**config.mk**
```make
export PLATFORM = sky130hd
export DESIGN_NAME = branch_sysreg_store_exec
export DESIGN_NICKNAME = d
export VERILOG_FILES = /design/src/design/exec_pkg.sv /design/src/design/exec_state_reg.sv /design/src/design/branch_sysreg_store_exec.sv
export VERILOG_INCLUDE_DIRS = /design/src /design/src/design
export SDC_FILE = /design/constraint.sdc
export NUM_CORES = 1
export LEC_CHECK = 0
export BUFFER_PORTS_ARGS = -buffer_cell sky130_fd_sc_hd__clkbuf_2
export CAP_MARGIN = 20
export CORE_ASPECT_RATIO = 0.6
export CORE_MARGIN = 4
export CORE_UTILIZATION = 52
export CTS_CLUSTER_DIAMETER = 40
export CTS_CLUSTER_SIZE = 10
export DETAILED_ROUTE_END_ITERATION = 8
export PLACE_DENSITY = 0.79
export SLEW_MARGIN = 0
export SYNTH_ARGS = -nofsm -noshare
export SYNTH_HDL_FRONTEND = slang
export SYNTH_SLANG_ARGS = --single-unit
```
**constraint.sdc**
```tcl
create_clock -name CLK_SYS -period 8.7 [get_ports CLK_SYS]
set_clock_uncertainty 0.05 [all_clocks]
set_input_delay 2.175 -clock CLK_SYS [delete_from_list [all_inputs] [get_ports CLK_SYS]]
set_output_delay 2.175 -clock CLK_SYS [all_outputs]
set_load 0.05 [all_outputs]
```
**src/design/exec_cfg.svh**
```systemverilog
// Constants for the branch, system-register and special-store execution unit.
// Assumes inclusion by the package and by the testbench files.
`ifndef EXEC_CFG_SVH
`define EXEC_CFG_SVH
`define OP_JUMP_VIA_REGISTER       5'h13
`define OP_JUMP_LINK_VIA_REGISTER       5'h14
`define OP_JUMP_PC_RELATIVE       5'h15
`define OP_JUMP_LINK_PC_RELATIVE       5'h16
`define OP_GET_A      5'h19
`define OP_GET_B      5'h1A
`define OP_PUT        5'h1B
`define OP_ADDSUBI    5'h1C
`define OP_THREAD     5'h1D
`define OP_STORE      5'h1E
`define LINK_REG      3'h7
`define PC_STEP       16'h0002
`define CARRY_FLAG    3'h6
`define CARRY_HI_FLAG 3'h7
`define DATA_BASE     16'h8000
`define EXC_UNALIGNED 5'h02
`define EXC_BADADDR   5'h04
`define EXC_ILLEGAL   5'h01
`endif

```
**src/design/exec_pkg.sv**
```systemverilog
// Types shared by the execution unit and its state register.
// Assumes the constants header in the same folder.
`include "exec_cfg.svh"
package exec_pkg;
    typedef enum logic [1:0] {
        ST_IDLE = 2'b00,
        ST_DONE = 2'b01
    } phase_type;

    typedef struct packed {
        logic [15:0] pc;
        logic        pc_load;
        logic        exc;
        logic [4:0]  exc_bits;
        logic [15:0] rd_data;
        logic [2:0]  rd_idx;
        logic        rd_we;
        logic [15:0] ra_data;
        logic [2:0]  ra_idx;
        logic        ra_we;
        logic [7:0]  flags;
        logic        flags_we;
        logic [15:0] ret_addr;
        logic [15:0] fault_addr;
        logic [4:0]  cause;
        logic        zero_en;
        logic        irq_mask;
        logic        irq_block;
        logic        mem_we;
        logic [15:0] mem_addr;
        logic [15:0] mem_data;
        logic        vid_we;
        logic [17:0] vid_addr;
        logic [15:0] vid_data;
        logic        port_we;
        logic [2:0]  port_sel;
        logic [15:0] port_data;
        phase_type   phase;
    } exec_state_type;
endpackage

```
**src/design/exec_state_reg.sv**
```systemverilog
// State register for the execution unit.
// Assumes one clock and a synchronous active-high reset.
`timescale 1ns/1ps
module exec_state_reg
    import exec_pkg::*;
(
    input  wire logic           clk,
    input  wire logic           rst,
    input  wire exec_state_type d_nxt,
    output exec_state_type      q_r
);
    always_ff @(posedge clk) begin
        if (rst) begin
            q_r <= '0;
        end else begin
            q_r <= d_nxt;
        end
    end
endmodule

```
**src/design/branch_sysreg_store_exec.sv**
```systemverilog
// Executes jumps, system-register moves, immediate arithmetic and special stores.
// Assumes register reads arrive decoded and an instruction strobe valid for one cycle.
`timescale 1ns/1ps
module branch_sysreg_store_exec
    import exec_pkg::*;
(
    input  wire logic        CLK_SYS,
    input  wire logic        RESET,
    input  wire logic        INSTR_VALID,
    input  wire logic [15:0] INSTR,
    input  wire logic [15:0] PC_IN,
    input  wire logic [1:0]  THREAD_ID,
    input  wire logic [15:0] FIRST_SOURCE_DATA,
    input  wire logic [15:0] SECOND_SOURCE_DATA,
    input  wire logic [15:0] DEST_DATA,
    input  wire logic [7:0]  FLAGS_IN,
    input  wire logic [7:0]  SYNC_STATE,
    input  wire logic [3:0]  ACTIVE_THREADS,
    input  wire logic [3:0]  WAITING_THREADS,
    input  wire logic [15:0] IRQ_VECTOR,
    input  wire logic        IRQ_REQ,
    input  wire logic        PORT_ACCEPT,
    output logic [15:0]      PC_OUT,
    output logic             PC_LOAD,
    output logic             EXCEPTION,
    output logic [4:0]       EXC_BITS,
    output logic [15:0]      RD_WDATA,
    output logic [2:0]       RD_WIDX,
    output logic             RD_WE,
    output logic [15:0]      RA_WDATA,
    output logic [2:0]       RA_WIDX,
    output logic             RA_WE,
    output logic [7:0]       FLAGS_OUT,
    output logic             FLAGS_WE,
    output logic [15:0]      RETURN_ADDR,
    output logic [15:0]      FAULT_ADDR,
    output logic [4:0]       CAUSE,
    output logic             ZERO_WRITE_EN,
    output logic             IRQ_MASK,
    output logic             IRQ_ACK,
    output logic             MEM_WE,
    output logic [15:0]      MEM_ADDR,
    output logic [15:0]      MEM_WDATA,
    output logic             VID_WE,
    output logic [17:0]      VID_ADDR,
    output logic [15:0]      VID_WDATA,
    output logic             PORT_WE,
    output logic [2:0]       PORT_SEL,
    output logic [15:0]      PORT_WDATA
);
    exec_state_type s_r;
    exec_state_type s_nxt;
    logic           irq_sync1_r;
    logic           irq_sync2_r;
    logic           ack_r;
    logic [15:0]    irq_vec_r;

    // The request comes from an outside device, so it is synchronised first.
    always_ff @(posedge CLK_SYS) begin
        if (RESET) begin
            irq_sync1_r <= 1'b0;
            irq_sync2_r <= 1'b0;
            ack_r       <= 1'b0;
            irq_vec_r   <= 16'h0000;
        end else begin
            irq_sync1_r <= IRQ_REQ;
            irq_sync2_r <= irq_sync1_r;
            ack_r       <= irq_sync2_r & ~s_nxt.irq_mask & ~s_nxt.irq_block;
            // The device may drop its address after the acknowledge, so it is held here.
            if (irq_sync2_r & ~s_nxt.irq_mask & ~s_nxt.irq_block) begin
                irq_vec_r <= IRQ_VECTOR;
            end
        end
    end

    function automatic logic pred_ok(input logic [2:0] sel, input logic [7:0] fl);
        pred_ok = (sel == 3'h0) ? 1'b1 : fl[sel];
    endfunction

    function automatic logic [4:0] target_check(input logic [15:0] tgt);
        logic [4:0] e;
        e = 5'h00;
        if (tgt[0]) begin
            e = e | `EXC_UNALIGNED;
        end
        if (tgt >= `DATA_BASE) begin
            e = e | `EXC_BADADDR;
        end
        target_check = e;
    endfunction

    logic [4:0]  op;
    logic [1:0]  sub;
    logic [2:0]  ra_i;
    logic [2:0]  rb_i;
    logic [2:0]  rd_i;
    logic [15:0] tgt;
    logic [4:0]  chk;
    logic [16:0] sum16;
    logic [8:0]  lo9;
    logic [8:0]  hi9;
    logic [15:0] three_bit_immediate;

    always_comb begin
        op    = INSTR[15:11];
        sub   = INSTR[10:9];
        ra_i  = INSTR[8:6];
        rb_i  = INSTR[5:3];
        rd_i  = INSTR[2:0];
        tgt   = FIRST_SOURCE_DATA;
        chk   = 5'h00;
        sum16 = 17'h00000;
        lo9   = 9'h000;
        hi9   = 9'h000;
        three_bit_immediate  = {13'h0000, rb_i};
        s_nxt = s_r;
        s_nxt.pc_load  = 1'b0;
        s_nxt.exc      = 1'b0;
        s_nxt.exc_bits = 5'h00;
        s_nxt.rd_we    = 1'b0;
        s_nxt.ra_we    = 1'b0;
        s_nxt.flags_we = 1'b0;
        s_nxt.mem_we   = 1'b0;
        s_nxt.vid_we   = 1'b0;
        s_nxt.port_we  = 1'b0;
        s_nxt.irq_block = 1'b0;
        s_nxt.rd_idx   = rd_i;
        s_nxt.ra_idx   = ra_i;
        s_nxt.flags    = FLAGS_IN;
        s_nxt.phase    = ST_IDLE;
        if (ack_r) begin
            s_nxt.irq_mask = 1'b1;
        end
        if (INSTR_VALID) begin
            s_nxt.phase = ST_DONE;
            case (op)
                `OP_JUMP_VIA_REGISTER, `OP_JUMP_LINK_VIA_REGISTER: begin
                    if (op == `OP_JUMP_VIA_REGISTER && sub[0]) begin
                        s_nxt.pc       = s_r.ret_addr;
                        s_nxt.pc_load  = 1'b1;
                        s_nxt.irq_mask = 1'b0;
                    end else begin
                        tgt = FIRST_SOURCE_DATA;
                    end
                end
                `OP_JUMP_PC_RELATIVE, `OP_JUMP_LINK_PC_RELATIVE: begin
                    tgt = PC_IN + {{8{INSTR[10]}}, INSTR[10:3]};
                end
                `OP_GET_A: begin
                    s_nxt.rd_we = 1'b1;
                    case (sub)
                        2'h0: s_nxt.rd_data = {8'h00, FLAGS_IN};
                        2'h1: s_nxt.rd_data = s_r.ret_addr;
                        2'h2: s_nxt.rd_data = s_r.fault_addr;
                        default: begin
                            s_nxt.rd_data = {11'h000, s_r.cause};
                            s_nxt.cause   = 5'h00;
                        end
                    endcase
                end
                `OP_GET_A + 5'h01: begin
                    s_nxt.rd_we = 1'b1;
                    case (sub)
                        2'h0: s_nxt.rd_data = {8'h00, SYNC_STATE};
                        2'h1: s_nxt.rd_data = {12'h000, ACTIVE_THREADS};
                        2'h2: s_nxt.rd_data = {12'h000, WAITING_THREADS};
                        default: s_nxt.rd_data = irq_vec_r;
                    endcase
                end
                `OP_PUT: begin
                    case (sub)
                        2'h0: begin
                            s_nxt.flags    = FIRST_SOURCE_DATA[7:0];
                            s_nxt.flags_we = 1'b1;
                        end
                        2'h1: s_nxt.ret_addr = FIRST_SOURCE_DATA;
                        2'h2: s_nxt.zero_en  = INSTR[3];
                        default: begin
                            s_nxt.irq_mask  = INSTR[3];
                            s_nxt.irq_block = 1'b1;
                        end
                    endcase
                end
                `OP_ADDSUBI: begin
                    s_nxt.rd_we    = 1'b1;
                    s_nxt.flags_we = 1'b1;
                    if (!sub[1]) begin
                        sum16 = {1'b0, FIRST_SOURCE_DATA} + {1'b0, three_bit_immediate};
                        lo9   = {1'b0, FIRST_SOURCE_DATA[7:0]} + {6'h00, rb_i};
                        hi9   = {1'b0, FIRST_SOURCE_DATA[15:8]} + {6'h00, rb_i};
                    end else begin
                        sum16 = {1'b0, FIRST_SOURCE_DATA} - {1'b0, three_bit_immediate};
                        lo9   = {1'b0, FIRST_SOURCE_DATA[7:0]} - {6'h00, rb_i};
                        hi9   = {1'b0, FIRST_SOURCE_DATA[15:8]} - {6'h00, rb_i};
                    end
                    if (sub[0]) begin
                        s_nxt.rd_data = sum16[15:0];
                        s_nxt.flags[`CARRY_FLAG] = sum16[16];
                    end else begin
                        s_nxt.rd_data = {hi9[7:0], lo9[7:0]};
                        s_nxt.flags[`CARRY_FLAG]    = lo9[8];
                        s_nxt.flags[`CARRY_HI_FLAG] = hi9[8];
                    end
                end
                `OP_THREAD: begin
                    s_nxt.rd_we   = 1'b1;
                    s_nxt.rd_data = {14'h0000, THREAD_ID};
                end
                `OP_STORE: begin
                    if (sub == 2'h0) begin
                        chk = target_check(FIRST_SOURCE_DATA);
                        chk[2] = (FIRST_SOURCE_DATA < `DATA_BASE);
                        s_nxt.port_we   = 1'b1;
                        s_nxt.port_sel  = DEST_DATA[2:0];
                        s_nxt.port_data = SECOND_SOURCE_DATA;
                        s_nxt.flags[`CARRY_FLAG] = PORT_ACCEPT;
                        s_nxt.flags_we  = 1'b1;
                        if (chk != 5'h00) begin
                            s_nxt.exc      = 1'b1;
                            s_nxt.exc_bits = chk;
                            s_nxt.cause    = s_r.cause | chk;
                            s_nxt.fault_addr = PC_IN;
                        end else begin
                            s_nxt.mem_we   = 1'b1;
                            s_nxt.mem_addr = FIRST_SOURCE_DATA;
                            s_nxt.mem_data = SECOND_SOURCE_DATA;
                        end
                    end else begin
                        s_nxt.vid_addr = {DEST_DATA[1:0], SECOND_SOURCE_DATA};
                        s_nxt.vid_data = FIRST_SOURCE_DATA;
                        s_nxt.vid_we   = (DEST_DATA != 16'h0000);
                        s_nxt.ra_we    = (sub != 2'h1);
                        s_nxt.ra_data  = (sub == 2'h2) ? FIRST_SOURCE_DATA + 16'h0001
                                                       : FIRST_SOURCE_DATA - 16'h0001;
                    end
                end
                default: begin
                end
            endcase
            if ((op == `OP_JUMP_VIA_REGISTER && !sub[0]) || op == `OP_JUMP_LINK_VIA_REGISTER
                || op == `OP_JUMP_PC_RELATIVE || op == `OP_JUMP_LINK_PC_RELATIVE) begin
                if (pred_ok(rd_i, FLAGS_IN)) begin
                    chk = target_check(tgt);
                    if (chk != 5'h00) begin
                        s_nxt.exc        = 1'b1;
                        s_nxt.exc_bits   = chk;
                        s_nxt.cause      = s_r.cause | chk;
                        s_nxt.fault_addr = PC_IN;
                    end else begin
                        s_nxt.pc      = tgt;
                        s_nxt.pc_load = 1'b1;
                    end
                end
                if (op == `OP_JUMP_LINK_VIA_REGISTER || op == `OP_JUMP_LINK_PC_RELATIVE) begin
                    s_nxt.rd_we   = 1'b1;
                    s_nxt.rd_idx  = `LINK_REG;
                    s_nxt.rd_data = PC_IN + `PC_STEP;
                end
            end
        end
        // Register zero writes on the RD port are dropped unless the enable is set, RA port writes are not; a put that clears the enable still writes zero to it.
        if (s_nxt.rd_we && s_nxt.rd_idx == 3'h0 && !s_nxt.zero_en) begin
            s_nxt.rd_we = 1'b0;
        end
        if (INSTR_VALID && op == `OP_PUT && sub == 2'h2 && !INSTR[3]) begin
            s_nxt.rd_we   = 1'b1;
            s_nxt.rd_idx  = 3'h0;
            s_nxt.rd_data = 16'h0000;
        end
    end

    exec_state_reg u_state (
        .clk   (CLK_SYS),
        .rst   (RESET),
        .d_nxt (s_nxt),
        .q_r   (s_r)
    );

    always_comb begin
        PC_OUT        = s_r.pc;
        PC_LOAD       = s_r.pc_load;
        EXCEPTION     = s_r.exc;
        EXC_BITS      = s_r.exc_bits;
        RD_WDATA      = s_r.rd_data;
        RD_WIDX       = s_r.rd_idx;
        RD_WE         = s_r.rd_we;
        RA_WDATA      = s_r.ra_data;
        RA_WIDX       = s_r.ra_idx;
        RA_WE         = s_r.ra_we;
        FLAGS_OUT     = s_r.flags;
        FLAGS_WE      = s_r.flags_we;
        RETURN_ADDR   = s_r.ret_addr;
        FAULT_ADDR    = s_r.fault_addr;
        CAUSE         = s_r.cause;
        ZERO_WRITE_EN = s_r.zero_en;
        IRQ_MASK      = s_r.irq_mask;
        IRQ_ACK       = ack_r;
        MEM_WE        = s_r.mem_we;
        MEM_ADDR      = s_r.mem_addr;
        MEM_WDATA     = s_r.mem_data;
        VID_WE        = s_r.vid_we;
        VID_ADDR      = s_r.vid_addr;
        VID_WDATA     = s_r.vid_data;
        PORT_WE       = s_r.port_we;
        PORT_SEL      = s_r.port_sel;
        PORT_WDATA    = s_r.port_data;
    end
endmodule

```
==> flow_summary.ini <==
[synthesis]
syn-cell-area_um2 = 11500
synth-edff-count = 0
yosysSeqAreaShare_pct = 37.4
synth_compound_area_share_pct = 20.5
async_reset_ff_share_pct = 0
synthAdderAreaFrac_pct = 6.19
synthTopCellsByArea = dfxtp_1, nand2_1, a21oi_1
synth_top_family_by_area = simple AND/OR/NAND/NOR gates
synthCells = 1433
ys_warn_count = 0
synth_top_area_cell = dfxtp_1
synthSimpleGateAreaFrac_pct = 21.1
synthXorXnorAreaFrac_pct = 3.88
synthFlopType = dfxtp_1
yosysTopAreaCellShare_pct = 37.4
ys_ff_latch = 215
syn_area_per_cell_um2 = 8.04
muxShareOfSynthArea_pct = 6.90
synth_cell_types = 77

[layout]
final_common_cell = clkbuf_2
layout-drive-gt1-share_pct = 24.2
area_growth_pct = 22.0
fin_area_um2 = 14100
post_layout_nonfiller_instances = 2000
nets = 1895
diodes = 0
mostFrequentLayoutCells = clkbuf_2, nand2_1, dfxtp_1
fill_cells = 1874

[placed_design]
portBuffers = 323
dp.cells = 1963
place_congestion = 0.963
place_area_um2 = 13300
hpwl_um = 33500

[global_route]
grt_pass1_vias = 11200
grt_pass1_wl_um = 66900
use_met3_pct = 9.83
globalRouteTotalUtil_pct = 34.5
overflow = 0
grt_max_degree = 92
antenna_found_initial = 0
gr-usage-met1_pct = 51.6
busiest_layer = met1
use_met2_pct = 49.8

[floorplanning]
io_pins = 327
start_util_pct = 53.9
fp-row-count = 41
core_area_um2 = 21400
fp.dieW_um = 200
die-area_um2 = 24700
die_y_um = 123

[cts]
clockBufferDepth = 3
htree_num_levels = 1
clk_pin_slew_ns = 0.05
cts_sinks = 215
post-cts-setup-buffer-count = 0
cts_tree = yes
cts_resized = 0
ctsHoldBuffers = 0
clock_latency_ns = 0.54
numCtsBuffers = 27
cts-root-buf = clkbuf_16

[worst_setup_path]
worstSetupStartpointType = input port
critPathKind = in -> reg
cp-end-kind = register
cp_max_fo = 34
crit_arrival_ns = 5.81
crit_required_ns = 9.04
rrSetupSlack_ns = 6.95

[sta]
setup-tns-final_ns = 0
slew_viol_final = 0
rsz0062_at_grt = false
fmax_mhz = 183
timing_hold_violations_final = 0
fin_crit_sh_pct = 62.8
setup_violations = 0
max-slew-margin-rel_pct = 30.3
worst_hold_slack_ns = 0.397
tightest_slew_ns = 1.04
finalCriticalPeriod_ns = 5.47

[route]
drc_errors = 0
dr.pass1.iters = 6
vias = 12200
routedWlPerCell_um = 22.1
vias_per_cell = 6.10
drt-total-wl_um = 44300
ant_nets = 0
drtIter0Drc = 1338

[power]
total_power_mw = 2.46
p_leak_nw = 6.15
ir_drop_uv = 127
power_density_nw_per_um2 = 175

[min_path]
hold_path_class = reg -> reg

[run]
maxCapViolCount = 0

[status]
status = completed
-- synthesized netlist by cell type (all sizes together), types with 3 or more instances --
library cell  instances
xnor2                34
a221oi                7
mux4                 10
or4                   3
nand2               272
or2                   5
nor4                  9
a31oi                15
a22o                  4
o211ai                8
nor2                139
a311oi                3
buf                  22
xor2                 17
nand4                 6
fa                    4
o21ai                61
nand2b               11
nor3                 26
a31o                  3
clkbuf               64
a21o                 11
o21a                 13
o2111ai               6
o22ai                 5
o21bai                4
a2111oi               5
ha                   49
dfxtp               215
a22oi                17
nor2b                12
o221ai               11
a211oi               10
o31ai                 8
mux2                  5
and2                 12
nand3                26
a21oi               167
and4                  3
and3                 13
mux2i                50
inv                  28
or3                  11
-- path summary, 6_finish.rpt --
check / start / to / depth (start not counted)
worst max-delay path: INSTR[10] / u_state.q_r[111] / 10
worst min-delay path: u_state.q_r[149] / u_state.q_r[149] / 2
worst max register to register: IRQ_ACK / irq_vec_r[8] / 6
worst min register to register: u_state.q_r[149] / u_state.q_r[149] / 2
-- report_power, final --
group | switching (mW) | leakage, nW | internal [mW]
Clock | 0.405 | 0.371 | 0.599
Combinational | 0.291 | 4.03 | 0.153
Sequential | 0.00987 | 1.74 | 1.00
-- metal layers --
metal	vias up	wire length [um]
li1	5608	-
met1	5733	19700
met2	788	18000
met3	71	5750
met4	0	901
met5	-	0
-- critical path: stages --
cell,delay (ns)
clkbuf_2,0.72
ha_1,0.42
a21o_1,0.20
or4_1,0.46
o21ai_1,0.28
nor2_1,0.18
mux2i_1,0.27
nand3_2,0.60
mux2i_1,0.38
nor2_1,0.07
-- kinds of logic after synthesis --
kind of cell | after synthesis
simple gates | 555
compound gates | 377
flops | 215
buf+inv | 114
mux | 65
fa+ha+maj | 55
xor+xnor | 51
other cells | 1
-- metrics by stage --
stage / utilization, % / setup slack, ns
finish: 65.7 / 3.23
global route: 65.7 / 3.06
CTS: 65.5 / 3.36
detailed placement: 61.9 / 2.81
global placement: 61.9 / 2.90
floorplan: - / 3.29
-- layout make-up --
cell class,count,area (um2),area share [%]
well taps,279,349,2.48
flip-flops and latches,215,4300,30.6
multi-input cells,1106,6780,48.2
repair buffers,337,1750,12.4
inverters,28,105,0.748
clock inverters,5,62.6,0.445
clock buffers,30,707,5.03
-- state kept, by name, summed over array words and instances, names as in the netlist, named ones only --
name,cells
IRQ_ACK,1
u_state.q_r,193
irq_sync2_r,1
irq_vec_r,16
irq_sync1_r,1
(Power assumes the default switching activity.)
